### config.mk
export PLATFORM = sky130hd
export DESIGN_NAME = cmr_readout
export DESIGN_NICKNAME = d
export VERILOG_FILES = /design/src/pkg/cmr_pkg.sv /design/src/logic/cmr_readout.sv /design/src/logic/cmr_byte_shifter.sv
export SDC_FILE = /design/constraint.sdc
export NUM_CORES = 1
export LEC_CHECK = 0
export BUFFER_PORTS_ARGS = -buffer_cell sky130_fd_sc_hd__buf_2
export CAP_MARGIN = 25
export CELL_PAD_IN_SITES_DETAIL_PLACEMENT = 2
export CELL_PAD_IN_SITES_GLOBAL_PLACEMENT = 2
export CORE_ASPECT_RATIO = 1.5
export CORE_UTILIZATION = 43
export DETAILED_ROUTE_END_ITERATION = 12
export PLACE_DENSITY_LB_ADDON = 0.1
export SLEW_MARGIN = 20
export SYNTH_ARGS = -nofsm -noshare
export SYNTH_HDL_FRONTEND = slang
export SYNTH_SLANG_ARGS = --single-unit
### constraint.sdc
create_clock -name clk_in -period 14.45 [get_ports clk_in]
set_input_delay 2.89 -clock clk_in [delete_from_list [all_inputs] [get_ports clk_in]]
set_output_delay 2.89 -clock clk_in [all_outputs]
set_load 0.005 [all_outputs]
### src/pkg/cmr_pkg.sv
// Constants for the calibration memory readout block
package cmr_pkg;
  localparam int          MEM_BYTES     = 19;
  localparam int          STREAM_BYTES  = 20;
  localparam int          IMAGE_BITS    = 160;
  localparam logic [7:0]  TRAILER_BYTE  = 8'hA5;
  localparam logic [15:0] CMD_READ_MEM  = 16'h0000;
  localparam logic [15:0] CMD_UNLOCK    = 16'hE800;
  localparam logic [2:0]  LOCK_CODE_A   = 3'h6;
  localparam logic [2:0]  LOCK_CODE_B   = 3'h3;
  // Lock field: bit 0 in byte 9 bit 7, bits 2:1 in byte 10 bits 1:0
  localparam int          LOCK_LO_BYTE  = 8;
  localparam int          LOCK_LO_BIT   = 7;
  localparam int          LOCK_HI_BYTE  = 9;
  // Output select in byte 17 bits 4:3
  localparam int          OSEL_BYTE     = 16;
  localparam int          OSEL_LSB      = 3;
  localparam logic [1:0]  OSEL_BRIDGE   = 2'h0;
  localparam logic [4:0]  ADDR_STATUS   = 5'h13;
  localparam logic [4:0]  COUNT_LAST    = 5'h01;
  localparam logic [7:0]  MEM_RESET     = 8'h00;
endpackage

### src/logic/cmr_readout.sv
// Calibration memory store, readout stream and output selection
//
// What this block does
// - Read command streams whole memory as bytes
// - Shift image eight bits after each byte
// - Bytes 1-11 carry coefficients, low bits first
// - Bytes 12-19 ID, signature, trims; 20 is A5
// - Output select picks bridge or bridge+temperature
// - Lock codes 6/3 block writes until unlock
//
// Strobed register access and the address map were left to the implementer.
`timescale 1ns/100ps
`default_nettype none
module cmr_readout
(
  input  wire logic        clk_in,
  input  wire logic        reset_in,
  input  wire logic [4:0]  addr_in,
  input  wire logic [7:0]  wr_data_in,
  input  wire logic        wr_stb_in,
  input  wire logic        rd_stb_in,
  output logic      [7:0]  rd_data_out,
  input  wire logic        cmd_valid_in,
  input  wire logic [15:0] cmd_code_in,
  output logic             tx_valid_out,
  output logic      [7:0]  tx_byte_out,
  input  wire logic        tx_ready_in,
  input  wire logic        meas_stb_in,
  input  wire logic [13:0] bridge_meas_in,
  input  wire logic [13:0] temp_meas_in,
  output logic             meas_valid_out,
  output logic             meas_with_temp_out,
  output logic      [13:0] meas_bridge_out,
  output logic      [13:0] meas_temp_out
);
  // ****************************************
  // Memory store
  // ****************************************
  logic [7:0]                      mem_reg [0:cmr_pkg::MEM_BYTES-1];
  logic [cmr_pkg::IMAGE_BITS-1:0]  image;
  logic [2:0]                      lock_field;
  logic                            locked;
  logic                            unlock_reg;
  logic                            addr_mem;
  logic                            wr_ok;
  logic [1:0]                      out_select;

  assign lock_field = {mem_reg[cmr_pkg::LOCK_HI_BYTE][1:0],
                       mem_reg[cmr_pkg::LOCK_LO_BYTE][cmr_pkg::LOCK_LO_BIT]};
  assign locked     = (lock_field == cmr_pkg::LOCK_CODE_A) ||
                      (lock_field == cmr_pkg::LOCK_CODE_B);
  assign addr_mem   = (addr_in < 5'(cmr_pkg::MEM_BYTES));
  assign wr_ok      = wr_stb_in && addr_mem && !(locked && !unlock_reg);
  assign out_select = mem_reg[cmr_pkg::OSEL_BYTE][cmr_pkg::OSEL_LSB +: 2];
  assign image[cmr_pkg::IMAGE_BITS-1 -: 8] = cmr_pkg::TRAILER_BYTE;

  genvar gi;
  generate
    for (gi = 0; gi < cmr_pkg::MEM_BYTES; gi++)
    begin : g_mem
      always_ff @(posedge clk_in or posedge reset_in)
      begin
        if (reset_in)
        begin
          mem_reg[gi] <= cmr_pkg::MEM_RESET;
        end
        else if (wr_ok && (addr_in == 5'(gi)))
        begin
          mem_reg[gi] <= wr_data_in;
        end
      end
      assign image[8*gi +: 8] = mem_reg[gi];
    end
  endgenerate

  // Unlock holds until reset only
  always_ff @(posedge clk_in or posedge reset_in)
  begin
    if (reset_in)
    begin
      unlock_reg <= 1'b0;
    end
    else if (cmd_valid_in && (cmd_code_in == cmr_pkg::CMD_UNLOCK))
    begin
      unlock_reg <= 1'b1;
    end
  end

  // ****************************************
  // Readout stream
  // ****************************************
  logic       busy_reg;
  logic [4:0] count_reg;
  logic       start;
  logic       send;

  assign start = cmd_valid_in && (cmd_code_in == cmr_pkg::CMD_READ_MEM) && !busy_reg;
  assign send  = busy_reg && tx_ready_in;

  always_ff @(posedge clk_in or posedge reset_in)
  begin
    if (reset_in)
    begin
      busy_reg  <= 1'b0;
      count_reg <= '0;
    end
    else if (start)
    begin
      busy_reg  <= 1'b1;
      count_reg <= 5'(cmr_pkg::STREAM_BYTES);
    end
    else if (send)
    begin
      count_reg <= count_reg - 5'h01;
      busy_reg  <= (count_reg != cmr_pkg::COUNT_LAST);
    end
  end

  cmr_byte_shifter u_shifter
  (
    .clk_in   (clk_in),
    .reset_in (reset_in),
    .load_in  (start),
    .image_in (image),
    .shift_in (send),
    .byte_out (tx_byte_out)
  );

  assign tx_valid_out = busy_reg;

  // ****************************************
  // Register port
  // ****************************************
  always_ff @(posedge clk_in or posedge reset_in)
  begin
    if (reset_in)
    begin
      rd_data_out <= '0;
    end
    else if (rd_stb_in && addr_mem)
    begin
      rd_data_out <= mem_reg[addr_in];
    end
    else if (rd_stb_in && (addr_in == cmr_pkg::ADDR_STATUS))
    begin
      rd_data_out <= {5'h00, busy_reg, locked, unlock_reg};
    end
    else
    begin
      rd_data_out <= '0;
    end
  end

  // ****************************************
  // Digital output selection
  // ****************************************
  always_ff @(posedge clk_in or posedge reset_in)
  begin
    if (reset_in)
    begin
      meas_valid_out     <= 1'b0;
      meas_with_temp_out <= 1'b0;
      meas_bridge_out    <= '0;
      meas_temp_out      <= '0;
    end
    else
    begin
      meas_valid_out <= meas_stb_in;
      if (meas_stb_in)
      begin
        meas_with_temp_out <= (out_select != cmr_pkg::OSEL_BRIDGE);
        meas_bridge_out    <= bridge_meas_in;
        meas_temp_out      <= (out_select != cmr_pkg::OSEL_BRIDGE) ? temp_meas_in : 14'h0000;
      end
    end
  end

  // ****************************************
  // Assertions
  // ****************************************
  // Marks a write landing after the image was captured
  logic stream_dirty_reg;

  always_ff @(posedge clk_in or posedge reset_in)
  begin
    if (reset_in)
    begin
      stream_dirty_reg <= 1'b0;
    end
    else if (start)
    begin
      stream_dirty_reg <= wr_ok;
    end
    else if (wr_ok && busy_reg)
    begin
      stream_dirty_reg <= 1'b1;
    end
  end

  logic [4:0] next_idx;
  assign next_idx = 5'(cmr_pkg::STREAM_BYTES) - count_reg + 5'h01;

  a_read_start: assert property (@(posedge clk_in) disable iff (reset_in)
    start |=> tx_valid_out && (count_reg == 5'(cmr_pkg::STREAM_BYTES)))
    else $error("read command did not start stream");

  a_first_byte: assert property (@(posedge clk_in) disable iff (reset_in)
    start |=> (tx_byte_out == $past(mem_reg[0])))
    else $error("first byte is not memory byte 1");

  a_shift_next: assert property (@(posedge clk_in) disable iff (reset_in)
    (send && (count_reg > 5'h02) && !stream_dirty_reg && !wr_ok) |=>
      (tx_byte_out == $past(mem_reg[next_idx])))
    else $error("next byte not presented after send");

  a_trailer_byte: assert property (@(posedge clk_in) disable iff (reset_in)
    (busy_reg && (count_reg == cmr_pkg::COUNT_LAST)) |-> (tx_byte_out == cmr_pkg::TRAILER_BYTE))
    else $error("last byte is not trailer");

  a_stream_ends: assert property (@(posedge clk_in) disable iff (reset_in)
    (send && (count_reg == cmr_pkg::COUNT_LAST)) |=> !tx_valid_out)
    else $error("stream did not end after twenty bytes");

  a_out_select: assert property (@(posedge clk_in) disable iff (reset_in)
    meas_stb_in |=> meas_valid_out &&
      (meas_with_temp_out == ($past(out_select) != cmr_pkg::OSEL_BRIDGE)))
    else $error("output selection not followed");

  a_lock_blocks: assert property (@(posedge clk_in) disable iff (reset_in)
    (wr_stb_in && addr_mem && locked && !unlock_reg) |=>
      (mem_reg[$past(addr_in)] == $past(mem_reg[addr_in])))
    else $error("write accepted while locked");

  a_unlock_holds: assert property (@(posedge clk_in) disable iff (reset_in)
    unlock_reg |=> unlock_reg)
    else $error("unlock dropped before reset");

  a_unlock_set: assert property (@(posedge clk_in) disable iff (reset_in)
    (cmd_valid_in && (cmd_code_in == cmr_pkg::CMD_UNLOCK)) |=> unlock_reg)
    else $error("unlock command not taken");
endmodule
`default_nettype wire

### src/logic/cmr_byte_shifter.sv
// Image shift register presenting one byte at a time
`timescale 1ns/100ps
`default_nettype none
module cmr_byte_shifter
(
  input  wire logic                            clk_in,
  input  wire logic                            reset_in,
  input  wire logic                            load_in,
  input  wire logic [cmr_pkg::IMAGE_BITS-1:0]  image_in,
  input  wire logic                            shift_in,
  output logic      [7:0]                      byte_out
);
  logic [cmr_pkg::IMAGE_BITS-1:0] img_reg;

  // Load whole image, then drop one byte per send
  always_ff @(posedge clk_in or posedge reset_in)
  begin
    if (reset_in)
    begin
      img_reg <= '0;
    end
    else if (load_in)
    begin
      img_reg <= image_in;
    end
    else if (shift_in)
    begin
      img_reg <= {8'h00, img_reg[cmr_pkg::IMAGE_BITS-1:8]};
    end
  end

  assign byte_out = img_reg[7:0];
endmodule
`default_nettype wire

[After elaboration in Yosys (flattened, before gate mapping)]
Index checks and enable logic that the tools add are counted.
Cells by class
  add/sub/neg operators: 1
  magnitude comparators: 2
  eq/ne operators: 23
  muxes and demuxes: 12
  bitwise gates (word level): 1
  reduce and logical (&&, ||, !) cells: 36
Operators by type and width (number)
  160-bit 2-to-1 mux: 2
  8-bit binary-select mux with 5-bit select: 1
  5-bit by 4-bit == test with 1-bit output (second input constant): 8
  1-bit logical AND: 28
  8-bit 2-to-1 mux: 3
  5-bit by 3-bit == test with 1-bit output (second input constant): 4
  5-bit == test (second input constant): 4
  16-bit == test (second input constant): 1
  16-bit logical NOT: 1
  14-bit 2-to-1 mux: 1
  5-bit by 2-bit == test with 1-bit output (second input constant): 2
  5-bit 2-to-1 mux: 2
  6-bit >= comparator (second input constant): 1
  5-bit NOT with 6-bit output: 1
  5-bit by 1-bit == test with 1-bit output (second input constant): 1
  5-bit logical NOT: 1
  5-bit less-than comparator (second input constant): 1
  5-bit by 1-bit inequality test with 1-bit output (second input constant): 1
  5-bit by 1-bit subtractor with 5-bit output (second input constant): 1
  2-bit nonzero test: 2
  3-bit by 2-bit == test with 1-bit output (second input constant): 1
  3-bit == test (second input constant): 1
  1-bit logical NOT: 3
  3-bit 2-to-1 mux: 1
  other kinds (2): 3
Word-level totals
  register bits after elaboration: 357
  input port bits: 64
  output and inout port bits: 47
  logic and storage cells: 103

[Depth between registers and ports, before layout]
  depth after elaboration: 6
  depth in mapped cells: 8
  gate-level depth less buffers: 5

[Hierarchy]
A second synthesis with hierarchy kept.
Unflattened totals
  cells, all modules: 1335
  area total of the unflattened synthesis: 16525.8 um^2
By module, submodules not included
  cmr_readout: instances 1, cells each 633, area an instance 9130.0 um^2, seq. area each 4929.7 um^2
  cmr_byte_shifter: instances 1, cells each 702, area an instance 7395.8 um^2, seq. area each 4003.8 um^2

[Least setup slack after synthesis]
No wires, ideal clock.
  path type: input to register
  from: in cmd_code_in[13]
  to: reg u_shifter.img_reg[0] in the netlist's numbering
  setup time: 0.126 ns
  data arrival time: 4.300 ns
  data required time: 14.324 ns
  setup slack: 10.024 ns
  cell stages on the path: 6
  buffers on the path: 2
  cells stage by stage: or4_1 nor2_2 a21oi_2 buf_6 buf_2 a221o_1
Between the ends
  longest elaborated chain between the ends: 4
  elaborated cells between the ends (all ways): 5
  classes of those cells: 1 x mux; 4 x reduce/logical
Ends and longest elaborated chain
  start: declaration: RTL line cmr_readout.sv:24  | input wire logic [15:0] cmd_code_in,
  16-bit logical NOT (*): RTL line cmr_readout.sv:97  | assign start = cmd_valid_in && (cmd_code_in == cmr_pkg::CMD_READ_MEM) && !busy_reg;
  1-bit logical AND (*) (2 in a row): RTL line cmr_readout.sv:97
  160-bit 2-to-1 mux or 2-bit nonzero test (tied branches)
  end signal: assignment: RTL line cmr_byte_shifter.sv:24  | img_reg <= image_in;
  end signal: assignment: RTL line cmr_byte_shifter.sv:28  | img_reg <= {8'h00, img_reg[cmr_pkg::IMAGE_BITS-1:8]};
  end: declaration: RTL line cmr_byte_shifter.sv:13  | logic [cmr_pkg::IMAGE_BITS-1:0] img_reg;
Every way passes the cells marked *; elsewhere a longest branch is shown, timed or not.
A chain may end at the register's enable or synchronous reset.

[Worst setup path after layout]
  from: in tx_ready_in
  to: reg u_shifter.img_reg[57] in the netlist's numbering
Between the ends
  longest elaborated chain between the ends: 2
Ends and longest elaborated chain
  start: declaration: RTL line cmr_readout.sv:27  | input wire logic tx_ready_in,
  1-bit logical AND: RTL line cmr_readout.sv:98  | assign send = busy_reg && tx_ready_in;
  2-bit nonzero test (no line)
Every way passes these cells.

==> flow_metrics.env <==
export IMPL_synthesis_yosys_warnings=0
export IMPL_hpwl_mm=29.1
export IMPL_antenna_cells=0
export IMPL_place_gp_congestion=0.750
export IMPL_outcome="finished, final reports clean"
export IMPL_path_buf_inv=3
export IMPL_ios=111
export IMPL_gr_usage_all_layers_pct=26.1
export IMPL_drt_wirelength_per_cell_um=27.0
export IMPL_core_area_mm2=0.0358
export IMPL_finalWorstSetupSlack_ps=8600
export IMPL_routed_wl_mm=46.6
export IMPL_cts_max_level=2
export IMPL_clk_root_buffer_cell="sky130_fd_sc_hd__clkbuf_16"
export IMPL_post_layout_inst_area_mm2=0.0177
export IMPL_first_pass_iters=4
export IMPL_cts_root_to_sink_buffers=3
export IMPL_gr_total_overflow=0
export IMPL_timing_final_setup_violations=0
export IMPL_reg_clk_slew_reported_paths_ps=60
export IMPL_syn_area_per_cell_um2=13.3
export IMPL_count_of_flip_flops_with_a_built_in_enable_after_synthesis=0
export IMPL_vias=10600
export IMPL_tritoncts="yes"
export IMPL_timing_critical_path_slowest_cell_delay_ps=790
export IMPL_finalCoreUtilization_pct=49.3
export IMPL_global_route_wire_length_before_repair_mm=73.4
export IMPL_timing_final_crit_share_pct=40.5
export IMPL_finalCriticalPeriod_ps=5850
export IMPL_initial_core_util_pct=43.5
export IMPL_combinational_cell_fraction_of_total_power_pct=10.7
export IMPL_area_growth_synth_to_final_pct=13.2
export IMPL_post_route_cells_drive_above_1_share_pct=31.9
export IMPL_post_route_drc_count=0
export IMPL_post_layout_total_power_mw=2.38
export IMPL_cp_data_arrival_time_ps=6320
export IMPL_vias_per_cell=6.13
export IMPL_route_antenna_remaining_nets=0
export IMPL_critical_path_startpoint_type="input pin"
export IMPL_switching_share_pct=25.6
export IMPL_mostFrequentLayoutCells="349 x sky130_fd_sc_hd__dfrtp_1, 174 x sky130_fd_sc_hd__mux2_2, 140 x sky130_fd_sc_hd__a221o_1"
export IMPL_cp_common_cell="sky130_fd_sc_hd__buf_4"
export IMPL_clock_latency_ps=540
export IMPL_hold_path_depth=1
export IMPL_ir_worst_vdd_mv=0.100
export IMPL_largest_register_ffs=153
export IMPL_numPortBuffers=110
export IMPL_critical_path_class="in -> reg"
export IMPL_finalClockSkew_ps=17.6
export IMPL_placed_instance_area_mm2=0.0164
export IMPL_p_leak_nw=8.68
export IMPL_max_clock_freq_ghz=0.171
export IMPL_synth_ff_latch_count=350
export IMPL_die_height_um=235
export IMPL_rows=85
export IMPL_cap_violations=0
export IMPL_grt_max_degree=174
export IMPL_timing_hold_violations_final=0
export IMPL_rr_worst_depth=5
export IMPL_post_cts_resized_instances=0
export IMPL_postCtsSetupRepairBufs=0
export IMPL_worst_path_stages=6
export IMPL_dominantRegCellSynth="sky130_fd_sc_hd__dfrtp_1"
export IMPL_crit_path_top_delay_cell="sky130_fd_sc_hd__buf_4"
export IMPL_tns_ps=0
export IMPL_power_per_cell_area_mw_per_mm2=135
export IMPL_synthesis_area_mm2=0.0156
export IMPL_synth_seq_area_share_pct=56.1
export IMPL_min_delay_path_class="reg -> reg"
export IMPL_detailedPlace_worstSlack_ps=8070
export IMPL_timing_critical_path_fanout_max=68
export IMPL_antenna_violations_before_repair=1
export IMPL_worstSetupEndpointType="register"
export IMPL_sequentialPowerShare_pct=48.8
export IMPL_post_cts_hold_buffer_count=0
export IMPL_nFillCells=3459
export IMPL_die_width_um=158
export IMPL_crit_chain="buf_4, and2_1, a21oi_4, buf_4, buf_4, a221o_1"
export IMPL_leading_cell_type_in_the_layout_fill_and_taps_excluded="sky130_fd_sc_hd__dfrtp_1"
export IMPL_worst_slew_pin_slew_ps=1070
export IMPL_synth_cell_type_count=49
export IMPL_dr_first_iter_drc_count=641
export IMPL_area_of_the_die_mm2=0.0371
export IMPL_p_clk_share_pct=40.5
export IMPL_ys_async_sr_fraction_pct=100
export IMPL_final_max_slew_viol_count=0
export IMPL_syn_nets=1235
export IMPL_cts_inserted_buffers=37
export IMPL_reported_net_switching_power_uw=609
export IMPL_syn_instance_count=1169
export IMPL_normalized_max_slew_margin_pct=28.7
export IMPL_grt_pass1_vias=11800
export IMPL_cts_sink_count=350
export IMPL_final_nets=1290
export IMPL_gate_family_responsible_for_the_most_delay_along_the_worst_path="buffers and inverters"
export IMPL_internal_power_mw=1.77
export IMPL_crit_required_ps=14910
export IMPL_grt_setup_unrepaired="no"
==> metal layers <==
metal / up-vias / wire [µm] / global-route usage, %
li1: 4589 / - / -
met5: - / 0 / 0
met4: 0 / 1370 / 8.88
met3: 79 / 1120 / 2.89
met1: 5745 / 19700 / 33.6
met2: 184 / 24500 / 45.3
==> kinds of logic after synthesis <==
family / Yosys count / synth area share [%]
and+or+nand+nor: 237 / 9.29
DFF: 350 / 56.1
adders and majority gates: 2 / 0.160
AOI/OAI and AO/OA: 210 / 12.4
buffers and inverters: 125 / 3.67
xor gates and xnor gates: 5 / 0.281
muxes: 240 / 18.1
==> synth_stat cells (6+ instances only) <==
library cell | n | area, µm²
sky130_fd_sc_hd__inv_1 | 8 | 30.0
sky130_fd_sc_hd__a221o_1 | 140 | 1400
sky130_fd_sc_hd__clkbuf_1 | 58 | 218
sky130_fd_sc_hd__buf_2 | 35 | 175
sky130_fd_sc_hd__dfrtp_1 | 350 | 8760
sky130_fd_sc_hd__nand3_1 | 23 | 115
sky130_fd_sc_hd__mux2_2 | 174 | 1960
sky130_fd_sc_hd__o2bb2ai_1 | 6 | 52.6
sky130_fd_sc_hd__mux2i_1 | 50 | 500
sky130_fd_sc_hd__a22o_1 | 14 | 123
sky130_fd_sc_hd__buf_1 | 9 | 33.8
sky130_fd_sc_hd__buf_4 | 14 | 105
sky130_fd_sc_hd__nand2_1 | 29 | 109
sky130_fd_sc_hd__and3_1 | 138 | 863
sky130_fd_sc_hd__a22oi_1 | 18 | 135
sky130_fd_sc_hd__o21ai_0 | 15 | 75.1
sky130_fd_sc_hd__nand3_2 | 7 | 70.1
sky130_fd_sc_hd__mux4_2 | 16 | 360
sky130_fd_sc_hd__nor2_1 | 7 | 26.3
sky130_fd_sc_hd__a31oi_1 | 8 | 50.1
==> worst register-to-register path, stage by stage, from the launching register on <==
cell,delay (ps)
sky130_fd_sc_hd__dfrtp_4,740
sky130_fd_sc_hd__and2_1,610
sky130_fd_sc_hd__a21oi_4,750
sky130_fd_sc_hd__buf_4,660
sky130_fd_sc_hd__buf_4,820
sky130_fd_sc_hd__a221o_1,320
==> power by group through the flow <==
stage / registers, mW / logic (mW) / clock network [mW]
6_report: 1.16 / 0.254 / 0.964
2_1_floorplan: 1.15 / 0.177 / 0
4_1_cts: 1.16 / 0.257 / 0.986
3_3_place_gp: 1.17 / 0.243 / 0
5_1_grt: 1.17 / 0.276 / 1.02
3_5_place_dp: 1.18 / 0.254 / 0
==> layout make-up <==
class	count	area [µm²]	share of cell area, %
Clock buffer	60	1110	6.31
Clock inverter	5	81.3	0.461
Inverter	8	37.5	0.213
Multi-Input combinational cell	694	6290	35.6
Sequential cell	350	8760	49.6
Tap cell	478	598	3.39
Timing Repair Buffer	133	768	4.35
==> final timing paths <==
| path | from | endpoint | slack, ps |
|---|---|---|---|
| hold / removal | u_shifter.img_reg[157] | u_shifter.img_reg[157] | 470 |
| max in group asynchronous | reset_in | image[126] | 10760 |
| setup / recovery | tx_ready_in | u_shifter.img_reg[57] | 8600 |
| min in group asynchronous | reset_in | image[10] | 2350 |
| setup reg to reg | tx_valid_out | u_shifter.img_reg[57] | 10490 |
| hold reg to reg | u_shifter.img_reg[157] | u_shifter.img_reg[157] | 470 |
==> metrics by stage <==
stage                     hold WS [ps]  instances
final                              474       1728
after global routing               495       1728
after CTS                          472       1726
after detailed placement           472       1661
after global placement             451       1658
after floorplan                    441       1169
No activity file was read; power rests on OpenSTA's default activity.
